==> config.mk <==
export PLATFORM = sky130hd
export DESIGN_NAME = adcsc_top
export DESIGN_NICKNAME = d
export VERILOG_FILES = /design/src/rtl/adcsc_sync.v /design/src/rtl/adcsc_top.v
export VERILOG_INCLUDE_DIRS = /design/src /design/src/common
export SDC_FILE = /design/constraint.sdc
export NUM_CORES = 1
export LEC_CHECK = 0
export BUFFER_PORTS_ARGS = -buffer_cell sky130_fd_sc_hd__buf_2
export CORE_AREA = 4 4 96 98
export DETAILED_ROUTE_END_ITERATION = 10
export DIE_AREA = 0 0 100 102
export GPL_TIMING_DRIVEN = 0
export PLACE_DENSITY = 0.66
export SYNTH_ARGS = -nofsm -noshare
export SYNTH_HDL_FRONTEND = slang
export SYNTH_SLANG_ARGS = --single-unit
==> constraint.sdc <==
create_clock -name i_ref_clk -period 5.5 [get_ports i_ref_clk]
set_input_delay 0.825 -clock i_ref_clk [delete_from_list [all_inputs] [get_ports i_ref_clk]]
set_output_delay 0.825 -clock i_ref_clk [all_outputs]
set_load 0.005 [all_outputs]
==> src/common/adcsc_consts.vh <==
// constants for the converter control and serial port block
`ifndef ADCSC_CONSTS_VH
`define ADCSC_CONSTS_VH

// ----------------------------------------------------------------
// resolution and field widths
// ----------------------------------------------------------------
`define ADCSC_RES_W        10
`define ADCSC_THR_W        8
`define ADCSC_BYTE_W       8
`define ADCSC_CHAN_W       2
`define ADCSC_BIT_CNT_W    4
`define ADCSC_TMR_W        6

// ----------------------------------------------------------------
// timing: conversion time and per-bit trial time
// ----------------------------------------------------------------
`define ADCSC_CLK_PERIOD_NS 20
`define ADCSC_CONV_TIME_NS  9000
`define ADCSC_CONV_CYCLES   (`ADCSC_CONV_TIME_NS / `ADCSC_CLK_PERIOD_NS)
`define ADCSC_BIT_CYCLES    (`ADCSC_CONV_CYCLES / `ADCSC_RES_W)

// ----------------------------------------------------------------
// control byte decode
// ----------------------------------------------------------------
`define ADCSC_ADDR_CH_MAX  8'h03
`define ADCSC_ADDR_THR     8'h07
`define ADCSC_TEMP_CHAN    2'h0

// ----------------------------------------------------------------
// reset values
// ----------------------------------------------------------------
`define ADCSC_THR_RST      8'hFF
`define ADCSC_CHAN_RST     2'h0
// pin order: trigger_n, cs_n, rd_wr, sclk, din, comparator
`define ADCSC_SYNC_W       6
`define ADCSC_SYNC_RST     6'h30

`endif

==> src/rtl/adcsc_sync.v <==
// two flip-flop synchroniser for a group of asynchronous pins
`timescale 1ns/100ps

module adcsc_sync #(
    parameter                 W   = 1,
    parameter [W-1:0]         RST = {W{1'b0}}
) (
    input  wire               i_ref_clk,
    input  wire               i_rst,
    input  wire [W-1:0]       i_async,
    output wire [W-1:0]       o_sync
);

    reg [W-1:0] stage1;
    reg [W-1:0] stage2;

    always @(posedge i_ref_clk) begin
        if (i_rst) begin
            stage1 <= RST;
            stage2 <= RST;
        end else begin
            stage1 <= i_async;
            stage2 <= stage1;
        end
    end

    assign o_sync = stage2;

endmodule // adcsc_sync

==> src/rtl/adcsc_top.v <==
// conversion control, overtemperature flag and serial port of the converter
`timescale 1ns/100ps
`include "adcsc_consts.vh"

module adcsc_top (
    input  wire                         i_ref_clk,
    input  wire                         i_rst,
    input  wire                         i_conversion_trigger_n,
    input  wire                         i_cs_n,
    input  wire                         i_rd_wr,
    input  wire                         i_sclk,
    input  wire                         i_din,
    input  wire                         i_cmp,
    output reg                          o_dout,
    output reg                          o_dout_oe,
    output reg                          o_busy,
    output reg                          o_hold,
    output reg                          o_power_down,
    output reg                          o_overtemp_flag_n,
    output reg  [`ADCSC_CHAN_W-1:0]     o_channel,
    output reg  [`ADCSC_RES_W-1:0]      o_dac_code
);

    // ----------------------------------------------------------------
    // state encoding
    // ----------------------------------------------------------------
    localparam [2:0] ST_IDLE = 3'h1;
    localparam [2:0] ST_CONV = 3'h2;
    localparam [2:0] ST_DONE = 3'h4;

    // counts worked out as integers, then cut to their counter widths
    localparam integer BIT_LAST_I   = `ADCSC_BIT_CYCLES - 1;
    localparam integer SHIFT_LAST_I = `ADCSC_BYTE_W - 1;
    localparam integer IDX_TOP_I    = `ADCSC_RES_W - 1;

    localparam [`ADCSC_TMR_W-1:0]     BIT_LAST   = BIT_LAST_I[`ADCSC_TMR_W-1:0];
    localparam [`ADCSC_BIT_CNT_W-1:0] SHIFT_LAST = SHIFT_LAST_I[`ADCSC_BIT_CNT_W-1:0];
    localparam [`ADCSC_BIT_CNT_W-1:0] IDX_TOP    = IDX_TOP_I[`ADCSC_BIT_CNT_W-1:0];

    // ----------------------------------------------------------------
    // pin synchronisers
    // ----------------------------------------------------------------
    // every pin passes two flops before any logic reads it
    wire [`ADCSC_SYNC_W-1:0] pins_sync;

    adcsc_sync #(
        .W   (`ADCSC_SYNC_W),
        .RST (`ADCSC_SYNC_RST)
    ) u_sync (
        .i_ref_clk (i_ref_clk),
        .i_rst     (i_rst),
        .i_async   ({i_conversion_trigger_n, i_cs_n, i_rd_wr,
                     i_sclk, i_din, i_cmp}),
        .o_sync    (pins_sync)
    );

    wire trig_n_s = pins_sync[5];
    wire cs_n_s   = pins_sync[4];
    wire rd_wr_s  = pins_sync[3];
    wire sclk_s   = pins_sync[2];
    wire din_s    = pins_sync[1];
    wire cmp_s    = pins_sync[0];

    // ----------------------------------------------------------------
    // edge detection
    // ----------------------------------------------------------------
    // reset values match the idle pin levels: no false edge after reset
    reg trig_n_d;
    reg cs_n_d;
    reg rd_wr_d;
    reg sclk_d;

    always @(posedge i_ref_clk) begin
        if (i_rst) begin
            trig_n_d <= 1'b1;
            cs_n_d   <= 1'b1;
            rd_wr_d  <= 1'b0;
            sclk_d   <= 1'b0;
        end else begin
            trig_n_d <= trig_n_s;
            cs_n_d   <= cs_n_s;
            rd_wr_d  <= rd_wr_s;
            sclk_d   <= sclk_s;
        end
    end

    wire trig_fall = trig_n_d & ~trig_n_s;
    wire cs_rise   = ~cs_n_d & cs_n_s;
    wire rd_rise   = ~rd_wr_d & rd_wr_s;
    wire rd_fall   = rd_wr_d & ~rd_wr_s;
    wire sclk_rise = ~sclk_d & sclk_s;
    wire sclk_fall = sclk_d & ~sclk_s;
    wire port_sel  = ~cs_n_s;

    // ----------------------------------------------------------------
    // successive approximation sequencer
    // ----------------------------------------------------------------
    reg [2:0]                   state;
    reg [2:0]                   next_state;
    reg [`ADCSC_TMR_W-1:0]      bit_tmr;
    reg [`ADCSC_BIT_CNT_W-1:0]  bit_idx;
    reg [`ADCSC_CHAN_W-1:0]     conv_chan;
    reg [`ADCSC_RES_W-1:0]      result;
    reg [`ADCSC_THR_W-1:0]      overtemp_threshold;
    reg [`ADCSC_CHAN_W-1:0]     chan_reg;

    wire bit_end = (bit_tmr == BIT_LAST);
    wire last_bit = (bit_idx == {`ADCSC_BIT_CNT_W{1'b0}});

    // ----------------------------------------------------------------
    // next state
    // ----------------------------------------------------------------

    always @* begin
        next_state = state;
        case (state)
            ST_IDLE: begin
                if (trig_fall)
                    next_state = ST_CONV;
            end
            ST_CONV: begin
                if (bit_end && last_bit)
                    next_state = ST_DONE;
            end
            ST_DONE: begin
                next_state = ST_IDLE;
            end
            default: begin
                next_state = ST_IDLE;
            end
        endcase
    end

    // ----------------------------------------------------------------
    // trial bits, busy, hold and result latch
    // ----------------------------------------------------------------

    always @(posedge i_ref_clk) begin
        if (i_rst) begin
            state        <= ST_IDLE;
            bit_tmr      <= {`ADCSC_TMR_W{1'b0}};
            bit_idx      <= {`ADCSC_BIT_CNT_W{1'b0}};
            conv_chan    <= `ADCSC_CHAN_RST;
            o_dac_code   <= {`ADCSC_RES_W{1'b0}};
            o_busy       <= 1'b0;
            o_hold       <= 1'b0;
            o_power_down <= 1'b0;
            result       <= {`ADCSC_RES_W{1'b0}};
        end else begin
            state <= next_state;
            case (state)
                ST_IDLE: begin
                    if (trig_fall) begin
                        conv_chan    <= chan_reg;
                        o_busy       <= 1'b1;
                        o_hold       <= 1'b1;
                        o_power_down <= 1'b0;
                        bit_tmr      <= {`ADCSC_TMR_W{1'b0}};
                        bit_idx      <= IDX_TOP;
                        o_dac_code   <= {1'b1, {(`ADCSC_RES_W-1){1'b0}}};
                    end
                end
                ST_CONV: begin
                    if (bit_end) begin
                        bit_tmr <= {`ADCSC_TMR_W{1'b0}};
                        // comparator low means the trial bit overshoots
                        if (!cmp_s)
                            o_dac_code[bit_idx] <= 1'b0;
                        if (!last_bit) begin
                            bit_idx <= bit_idx - 1'b1;
                            o_dac_code[bit_idx - 1'b1] <= 1'b1;
                        end
                    end else begin
                        bit_tmr <= bit_tmr + 1'b1;
                    end
                end
                ST_DONE: begin
                    // one done cycle lets the final bit land before the latch
                    result       <= o_dac_code;
                    o_busy       <= 1'b0;
                    o_hold       <= 1'b0;
                    o_power_down <= ~trig_n_s;
                end
                default: begin
                    o_busy <= 1'b0;
                    o_hold <= 1'b0;
                end
            endcase
        end
    end

    // ----------------------------------------------------------------
    // channel to the analog mux
    // ----------------------------------------------------------------

    always @(posedge i_ref_clk) begin
        if (i_rst)
            o_channel <= `ADCSC_CHAN_RST;
        else
            o_channel <= (state == ST_IDLE) ? chan_reg : conv_chan;
    end

    // ----------------------------------------------------------------
    // overtemperature flag
    // ----------------------------------------------------------------
    // a set in the same cycle as a release wins
    wire over_set = (state == ST_DONE) &&
                    (conv_chan == `ADCSC_TEMP_CHAN) &&
                    (o_dac_code[`ADCSC_RES_W-1 -: `ADCSC_THR_W] >
                     overtemp_threshold);

    always @(posedge i_ref_clk) begin
        if (i_rst)
            o_overtemp_flag_n <= 1'b1;
        else if (over_set)
            o_overtemp_flag_n <= 1'b0;
        else if (rd_rise && port_sel)
            o_overtemp_flag_n <= 1'b1;
    end

    // ----------------------------------------------------------------
    // serial write path
    // ----------------------------------------------------------------
    reg [`ADCSC_BYTE_W-1:0]     wr_shift;
    reg [`ADCSC_BIT_CNT_W-1:0]  wr_cnt;
    reg                         thr_armed;

    wire wr_take = port_sel && !rd_wr_s && sclk_rise;
    wire [`ADCSC_BYTE_W-1:0] wr_byte = {wr_shift[`ADCSC_BYTE_W-2:0], din_s};
    wire wr_done = wr_take && (wr_cnt == SHIFT_LAST);

    // ----------------------------------------------------------------
    // control byte decode
    // ----------------------------------------------------------------
    wire byte_thr_ptr = (wr_byte == `ADCSC_ADDR_THR);
    wire byte_chan    = (wr_byte <= `ADCSC_ADDR_CH_MAX);

    always @(posedge i_ref_clk) begin
        if (i_rst) begin
            wr_shift           <= {`ADCSC_BYTE_W{1'b0}};
            wr_cnt             <= {`ADCSC_BIT_CNT_W{1'b0}};
            thr_armed          <= 1'b0;
            chan_reg           <= `ADCSC_CHAN_RST;
            overtemp_threshold <= `ADCSC_THR_RST;
        end else begin
            // bit count restarts on deselect or a turn to read
            if (cs_rise || rd_rise)
                wr_cnt <= {`ADCSC_BIT_CNT_W{1'b0}};
            else if (wr_take) begin
                wr_shift <= wr_byte;
                wr_cnt   <= wr_done ? {`ADCSC_BIT_CNT_W{1'b0}}
                                    : wr_cnt + 1'b1;
            end
            if (wr_done) begin
                if (thr_armed) begin
                    overtemp_threshold <= wr_byte;
                    thr_armed          <= 1'b0;
                end else if (byte_thr_ptr) begin
                    thr_armed <= 1'b1;
                end else if (byte_chan) begin
                    chan_reg <= wr_byte[`ADCSC_CHAN_W-1:0];
                end
            end
        end
    end

    // ----------------------------------------------------------------
    // serial read path
    // ----------------------------------------------------------------
    reg [`ADCSC_RES_W-1:0] rd_shift;

    // deselect or a turn to write frees the pin before anything else

    always @(posedge i_ref_clk) begin
        if (i_rst) begin
            rd_shift  <= {`ADCSC_RES_W{1'b0}};
            o_dout    <= 1'b0;
            o_dout_oe <= 1'b0;
        end else if (cs_rise || rd_fall || cs_n_s) begin
            o_dout_oe <= 1'b0;
        end else if (rd_rise) begin
            // read begins with the latched result, msb first
            rd_shift  <= {result[`ADCSC_RES_W-2:0], 1'b0};
            o_dout    <= result[`ADCSC_RES_W-1];
            o_dout_oe <= 1'b1;
        end else if (o_dout_oe && sclk_fall) begin
            o_dout   <= rd_shift[`ADCSC_RES_W-1];
            rd_shift <= {rd_shift[`ADCSC_RES_W-2:0], 1'b0};
        end
    end

endmodule // adcsc_top

After elaboration in Yosys (flattened, before gate mapping)

Cells that the tools add are included.

Memories kept: 0
Input port bits: 8
Bits in registers: 90
Memory bits (read-only): 0
Logic and storage cells: 133
Latch bits: 0
Memory bits (writable): 0
Output and inout bits: 18

Magnitude comparators: 6
Add/subtract/negate cells: 3
Eq/ne operators: 10
Shift operators: 0
Bitwise logic cells: 21
Reductions and logical operators: 33
Div/mod/pow operators: 0
Multiply operators: 0
Multiplexer cells: 36

Operators by type and width:

| cell                | number |
|---|---|
| $mux 10             | 9 |
| $pmux 10 s2         | 1 |
| $mux 4              | 4 |
| $reduce_and 2->1    | 8 |
| $mux 6              | 2 |
| $not 1->1           | 12 |
| $pmux 6 s2          | 1 |
| $and 10x10->10      | 1 |
| $logic_and 1x1->1   | 10 |
| $lt 4x5->1 const B  | 2 |
| $mux 1              | 10 |
| $not 10->10         | 1 |
| $or 10x10->10       | 1 |
| $demux 1 s4         | 2 |
| $eq 8x3->1 const B  | 1 |
| $ge 4x1->1 const B  | 2 |
| $gt 8x8->1          | 1 |
| $le 8x2->1 const B  | 1 |
| $ne 2x2->1 const B  | 4 |
| $pmux 4 s2          | 1 |
| $reduce_and 4->1    | 2 |
| $reduce_bool 2->1   | 4 |
| $add 6x1->6 const B | 1 |
| $and 1x1->1         | 6 |
| 17 further kinds    | 22 |

Depth between registers and ports, before layout

Gate-level depths: netlist of the first run.

Depth in word-level cells: 14
Depth in mapped cells: 7
Depth with buffers taken out: 6

Hierarchy

Synthesis of the first run repeated with hierarchy kept, for this count alone.

Cell total of the unflattened synthesis: 451
Area, all modules: 3880.0 µm²

Modules (own cells, without submodules):

| module     | instances | area an instance (µm²) | cells an instance | seq. area each (µm²) |
|---|---|---|---|---|
| adcsc_top  | 1         | 3552.2                 | 426               | 1541.5 |
| adcsc_sync | 1         | 327.8                  | 25                | 240.2 |

Worst setup path after synthesis of the first run

Ideal clock, no wire load.

Path kind: in2reg
Start point: input port i_rst
End point: register conv_chan[0]
Path slack: 3.681 ns
Required time: 5.368 ns
Data arrival time: 1.687 ns
Path buffers: 3
Library setup time: 0.132 ns
Stages: 4
Cell sequence: clkbuf_1 -> clkbuf_1 -> clkbuf_1 -> a21oi_1

RTL lines:

| item                 | RTL line        | source |
|---|---|---|
| from (decl)          | adcsc_top.v:7   | `input wire i_rst,` |
| to (signal assigned) | adcsc_top.v:143 | `` conv_chan <= `ADCSC_CHAN_RST; `` |
| to (signal assigned) | adcsc_top.v:154 | `conv_chan <= chan_reg;` |
| to (decl)            | adcsc_top.v:102 | `` reg [`ADCSC_CHAN_W-1:0] conv_chan; `` |

No word-level cell between the ends.

Worst setup path in the final report of the first run

Start point: input port i_rst
End point: register o_channel[0]

RTL lines:

| item                 | RTL line        | source |
|---|---|---|
| to (signal assigned) | adcsc_top.v:198 | `` o_channel <= `ADCSC_CHAN_RST; `` |
| to (signal assigned) | adcsc_top.v:200 | `o_channel <= (state == ST_IDLE) ? chan_reg : conv_chan;` |
| to (decl)            | adcsc_top.v:20  | `` output reg [`ADCSC_CHAN_W-1:0] o_channel, `` |

No word-level cell between the ends.

==> impl_metrics.env, run 1 <==
export IMPL_io_pins=26
export IMPL_synth_top_cell_area_share=0.436
export IMPL_vias_per_cell=5.46
export IMPL_finalNetCount=544
export IMPL_synth_top_cell_by_area="dfxtp_1"
export IMPL_yosysUniqueCellTypes=59
export IMPL_endpoint_kind="flip-flop"
export IMPL_hold_path_class="flip-flop to flip-flop"
export IMPL_tightest_slew_ps=727
export IMPL_async_flop_share=0
export IMPL_syn_inst=483
export IMPL_grt_max_degree=17
export IMPL_ys_seq_elements=89
export IMPL_worstPathRequired_ps=5720
export IMPL_cp_max_fo=10
export IMPL_synth_area_leaders="dfxtp_1, a21oi_1, nand2_1"
export IMPL_synth_edff_count=0
export IMPL_fp_row_count=34
export IMPL_wl_per_cell_um=15.2
export IMPL_clk_latency_ps=360
export IMPL_dr_total_vias=3452
export IMPL_ant_nets=0
export IMPL_n_fill_cell=821
export IMPL_postCtsResizedCells=0
export IMPL_hold_buffers=0
export IMPL_clockRootBuffer="clkbuf_8"
export IMPL_timing_final_crit_share=0.404
export IMPL_cp_slowest_stage_delay_ps=470
export IMPL_hold_viol=0
export IMPL_cp_common_cell="clkbuf_1"
export IMPL_tns_ps=0
export IMPL_arrival_ps=2440
export IMPL_drv_slew=0
export IMPL_drv_cap=0
export IMPL_place_hpwl_um=7210
export IMPL_io_buffers=25
export IMPL_ir_worst_vdd_v=0.000132
export IMPL_totalWireLength_um=9640
export IMPL_die_area_sq_um=10200
export IMPL_ys_seq_area_frac=0.436
export IMPL_layout_drive_gt1_share=0.135
export IMPL_ctsLongestPathBuffers=2
export IMPL_cts_buffers=9
export IMPL_yosysMostFrequentCell="dfxtp_1"
export IMPL_cts_sinks=89
export IMPL_syn_nets=508
export IMPL_cp_start_kind="primary input"
export IMPL_cts_max_level=3
export IMPL_die_x_um=100
export IMPL_slew_headroom=0.515
export IMPL_die_h_um=102
export IMPL_crit_chain="buf_2 > clkbuf_1 > clkbuf_1 > clkbuf_1 > a21oi_1"
export IMPL_start_util=0.482
export IMPL_p_leak_nw=1.66
export IMPL_synthesis_area_sq_um=4080
export IMPL_fmax_mhz=450
export IMPL_cpMaxStageDelayCell="clkbuf_1"
export IMPL_cts_tree="built"
export IMPL_num_antenna_cells=0
export IMPL_path_clk_slew_ps=80
export IMPL_grt_util_all_layers=0.201
export IMPL_drc=0
export IMPL_clock_skew_ps=9.93
export IMPL_min_period_ps=2220
export IMPL_ys_flop_type="dfxtp_1"
export IMPL_grt_pass1_wl_um=16300
export IMPL_place_congestion=0.905
export IMPL_first_pass_iters=5
export IMPL_overflow=0
export IMPL_path_class="primary input to flip-flop"
export IMPL_grt_pass1_vias=3279
export IMPL_status="completed"
export IMPL_first_iter_violations=147
export IMPL_coreArea_sq_um=8470
export IMPL_synthTopCellsByCount="dfxtp_1, nand2_1, a21oi_1"
export IMPL_reg_largest_list="o_dac_code (10), result (10), rd_shift (9)"
export IMPL_yosys_warnings=0
export IMPL_rsz0062_at_grt="no"
export IMPL_avgSynthCellArea_sq_um=8.45
export IMPL_final_cells=632
export IMPL_areaGrowthSynthToFinish_pct=11.3
export IMPL_finalSetupViolCount=0
export IMPL_post_cts_buffers=0
export IMPL_antenna_found_initial=0
export IMPL_placedCellCount=616
export IMPL_power_density_nw_per_um2=258
layout by cell type, fill, tap and decap left out, drive strengths merged, types with 2 or more instances in the layout:
cell type | Yosys | final
nor2 | 24 | 24
clkbuf | 20 | 29
or3 | 2 | 2
xnor2 | 2 | 2
nor3 | 16 | 16
inv | 23 | 25
nand4 | 8 | 8
or2 | 6 | 6
buf | 9 | 34
o31ai | 3 | 3
mux2i | 2 | 2
nand2 | 79 | 79
ha | 17 | 17
o211ai | 3 | 3
xor2 | 2 | 2
or3b | 4 | 4
a211o | 10 | 10
nor4 | 3 | 3
o21ai | 16 | 16
a22oi | 2 | 2
nand2b | 4 | 4
nor2b | 18 | 18
a21oi | 66 | 66
nand3 | 11 | 11
dfxtp | 89 | 89
a31oi | 11 | 11
a311oi | 3 | 3
nor3b | 3 | 3
clkinvlp | 0 | 2
o32ai | 8 | 8
clkinv | 0 | 2
per-stage QoR:
step           total power, mW  utilization  worst slack, ps  cell area, sq um  hold WS, ps
6_report                  1.17        0.537             3280              4540          415
5_1_grt                   1.22        0.537             3120              4540          449
4_1_cts                   1.19        0.537             3280              4540          415
3_5_place_dp             0.735        0.513             2900              4340          397
3_3_place_gp             0.734        0.513             2910              4340          392
2_1_floorplan            0.714            -             3680              4080          389
worst max-delay path: cells and delay by family:
family | cells | cell delay, ps
buffers and inverters | 4 | 1490
AOI/OAI and AO/OA | 1 | 110
kinds of logic after synthesis:
| group | count (synthesis) | synth area share |
|---|---|---|
| and+or+nand+nor | 186 | 0.232 |
| AOI/OAI and AO/OA | 132 | 0.206 |
| DFF | 89 | 0.436 |
| buffers and inverters | 52 | 0.0567 |
| adders and majority gates | 17 | 0.0521 |
| xor gates and xnor gates | 4 | 0.00858 |
| muxes | 3 | 0.00766 |
final timing paths:
| path | slack [ps] | to | cells past startpoint | start |
|---|---|---|---|---|
| setup / recovery | 3280 | o_channel[0] | 5 | i_rst |
| hold / removal | 420 | u_sync.o_sync[5] | 1 | u_sync.stage1[5] |
| setup reg to reg | 3500 | bit_idx[3] | 7 | bit_idx[0] |
| hold reg to reg | 420 | u_sync.o_sync[5] | 1 | u_sync.stage1[5] |
area by class of cell:
cell class | instances | area (sq um) | area share
Multi-Input combinational cell | 342 | 2070 | 0.456
Sequential cell | 89 | 1780 | 0.392
Buffer | 29 | 145 | 0.0319
Tap cell | 108 | 135 | 0.0297
Timing Repair Buffer | 25 | 125 | 0.0275
Clock buffer | 9 | 124 | 0.0273
Inverter | 23 | 86.3 | 0.0190
Clock inverter | 7 | 76.3 | 0.0168
metal layers:
layer / vias to the layer above / part of all wire / global-route usage
li1: 1768 / - / -
met3: 11 / 0.048 / 0.0355
met4: 0 / 0.011 / 0.0798
met5: - / 0 / 0
met2: 62 / 0.47 / 0.326
met1: 1611 / 0.47 / 0.269
power breakdown:
group / total (mW) / internal, mW / switching, mW
Clock: 0.453 / 0.213 / 0.240
Sequential: 0.657 / 0.651 / 0.00631
Combinational: 0.0628 / 0.0211 / 0.0417
(Power assumes the default switching activity.)
==> run 2: changes to the inputs <==
clock period = 2.1 ns   (was 5.5 ns; I/O delays follow)
==> run 2 against run 1 <==
Clock skew barely moved. Flip-flop and latch count unchanged. Sequential share of layout area is the same. Non-clock buffer count unchanged. Critical path type is now flip-flop to flip-flop. First-iteration DRC count decreased by 2.7%. Clock power increased to 2.6 times the previous value. Routed wire length rose by 0.37%. Global-route usage hardly changed. Worst setup slack got worse by 3200 ps. Register-to-register slack got worse by 3400 ps. Die area did not move.
==> impl_metrics.env, run 2 (synthesis gave the netlist of run 1 again) <==
export IMPL_status="completed"
export IMPL_die_x_um=100
export IMPL_min_to="u_sync.stage1[5]"
export IMPL_clock_skew_ps=10.3
export IMPL_grt_pass1_wl_um=16300
export IMPL_coreArea_sq_um=8470
export IMPL_areaGrowthSynthToFinish_pct=11.3
export IMPL_endpoint_kind="flip-flop"
export IMPL_grt_max_degree=17
export IMPL_antenna_found_initial=0
export IMPL_hold_buffers=0
export IMPL_first_pass_iters=6
export IMPL_cpMaxStageDelayCell="dfxtp_1"
export IMPL_worstHoldStart="i_conversion_trigger_n"
export IMPL_clk_latency_ps=370
export IMPL_p_leak_nw=1.66
export IMPL_slew_headroom=0.524
export IMPL_final_cell_mix="dfxtp_1, nand2_1, a21oi_1, buf_2"
export IMPL_drv_slew=0
export IMPL_reg2reg_to="bit_idx[3]"
export IMPL_gr_usage_met2=0.326
export IMPL_ff2ff_setup_slack_ps=100
export IMPL_whs_path_depth=2
export IMPL_post_cts_buffers=0
export IMPL_grt_util_met1=0.270
export IMPL_top_usage_layer="met2"
export IMPL_ant_nets=0
export IMPL_path_clk_slew_ps=90
export IMPL_worstPathRequired_ps=2360
export IMPL_finalSetupViolCount=0
export IMPL_arrival_ps=2260
export IMPL_seq_area_sq_um=1780
export IMPL_die_area_sq_um=10200
export IMPL_io_buffers=25
export IMPL_cp_max_fo=8
export IMPL_place_congestion=0.905
export IMPL_reg_largest_list="o_dac_code (10), result (10), rd_shift (9)"
export IMPL_hold_path_class="primary input to flip-flop"
export IMPL_clockRootBuffer="clkbuf_8"
export IMPL_layout_drive_gt1_share=0.135
export IMPL_num_antenna_cells=0
export IMPL_hold_viol=0
export IMPL_fmax_mhz=501
export IMPL_hold_slack_ps=138
export IMPL_die_h_um=102
export IMPL_first_iter_violations=143
export IMPL_final_common_cell="dfxtp_1"
export IMPL_drc=0
export IMPL_postCtsResizedCells=0
export IMPL_multi_input_area_sq_um=2070
export IMPL_dr_total_vias=3451
export IMPL_overflow=0
export IMPL_cp_start_kind="flip-flop"
export IMPL_tns_ps=0
export IMPL_ctsLongestPathBuffers=2
export IMPL_io_pins=26
export IMPL_crit_chain="inv_1 > ha_1 > or3b_1 > buf_6 > a22o_4 > and2_4 > o221a_1"
export IMPL_wl_per_cell_um=15.3
export IMPL_n_fill_cell=821
export IMPL_cts_max_level=3
export IMPL_power_mw=3.08
export IMPL_vias_per_cell=5.46
export IMPL_cts_buffers=9
export IMPL_rr_worst_depth=7
export IMPL_grt_pass1_vias=3278
export IMPL_grt_util_all_layers=0.202
export IMPL_power_density_nw_per_um2=677
export IMPL_ir_worst_vdd_v=0.000345
export IMPL_cp_slowest_stage_delay_ps=400
export IMPL_finalNetCount=544
export IMPL_tightest_slew_ps=714
export IMPL_path_class="flip-flop to flip-flop"
export IMPL_timing_final_crit_share=0.951
export IMPL_grt_util_met3=0.0355
export IMPL_rsz0062_at_grt="no"
export IMPL_cts_sinks=89
export IMPL_fp_row_count=34
export IMPL_start_util=0.482
export IMPL_totalWireLength_um=9670
export IMPL_cts_tree="built"
export IMPL_place_hpwl_um=7210
export IMPL_min_period_ps=2000
export IMPL_drv_cap=0
export IMPL_crit_reg2reg_launch="bit_idx[0]"
==> run 2: worst max-delay path, delay by kind of cell (launching register included) <==
| kind | cells | cell delay [ps] |
|---|---|---|
| AND/OR/NAND/NOR | 2 | 530 |
| AO/OA/AOI/OAI | 2 | 470 |
| flip-flops | 1 | 400 |
| buffers and inverters | 2 | 290 |
| adder cells (fa/ha/maj) | 1 | 210 |
==> run 2: layout make-up <==
| type | count | share of cell area |
|---|---|---|
| clock buffer | 9 | 0.0273 |
| sequential | 89 | 0.392 |
| inverter | 23 | 0.0190 |
| multi-input combinational | 342 | 0.456 |
| timing repair buffer | 25 | 0.0275 |
| buffer | 29 | 0.0319 |
| tap | 108 | 0.0297 |
| clock inverter | 7 | 0.0168 |
==> run 2: layer usage <==
metal | vias up | share of wire | routed length, um
met1 | 1615 | 0.48 | 4600
li1 | 1767 | - | -
met4 | 0 | 0.012 | 119
met3 | 11 | 0.041 | 397
met2 | 58 | 0.47 | 4550
met5 | - | 0 | 0
==> run 2: how the worst max path moves through the flow <==
stage / endpoint / slack [ps] / from / cells past startpoint
detailed placement: o_channel[0] / 10 / i_rst / 5
finish: bit_idx[3] / 100 / bit_idx[0] / 7
CTS: bit_idx[3] / 110 / bit_idx[0] / 7
floorplan: bit_idx[3] / 280 / bit_idx[0] / 7
global placement: o_channel[0] / 20 / i_rst / 5
global route: o_dac_code[7] / 1 / state[0] / 5
==> run 2: power by group <==
group	internal (mW)	switching, mW
clock network	0.558	0.633
registers	1.70	0.0165
logic	0.0552	0.109
==> run 2: metrics by stage <==
| step | cells | util | area (sq um) | worst slack [ps] |
|---|---|---|---|---|
| global route | 632 | 0.537 | 4540 | 1.29 |
| CTS | 632 | 0.537 | 4540 | 111 |
| global placement | 616 | 0.513 | 4340 | 21.7 |
| finish | 632 | 0.537 | 4540 | 104 |
| detailed placement | 616 | 0.513 | 4340 | 13.9 |
| floorplan | 483 | - | 4080 | 282 |
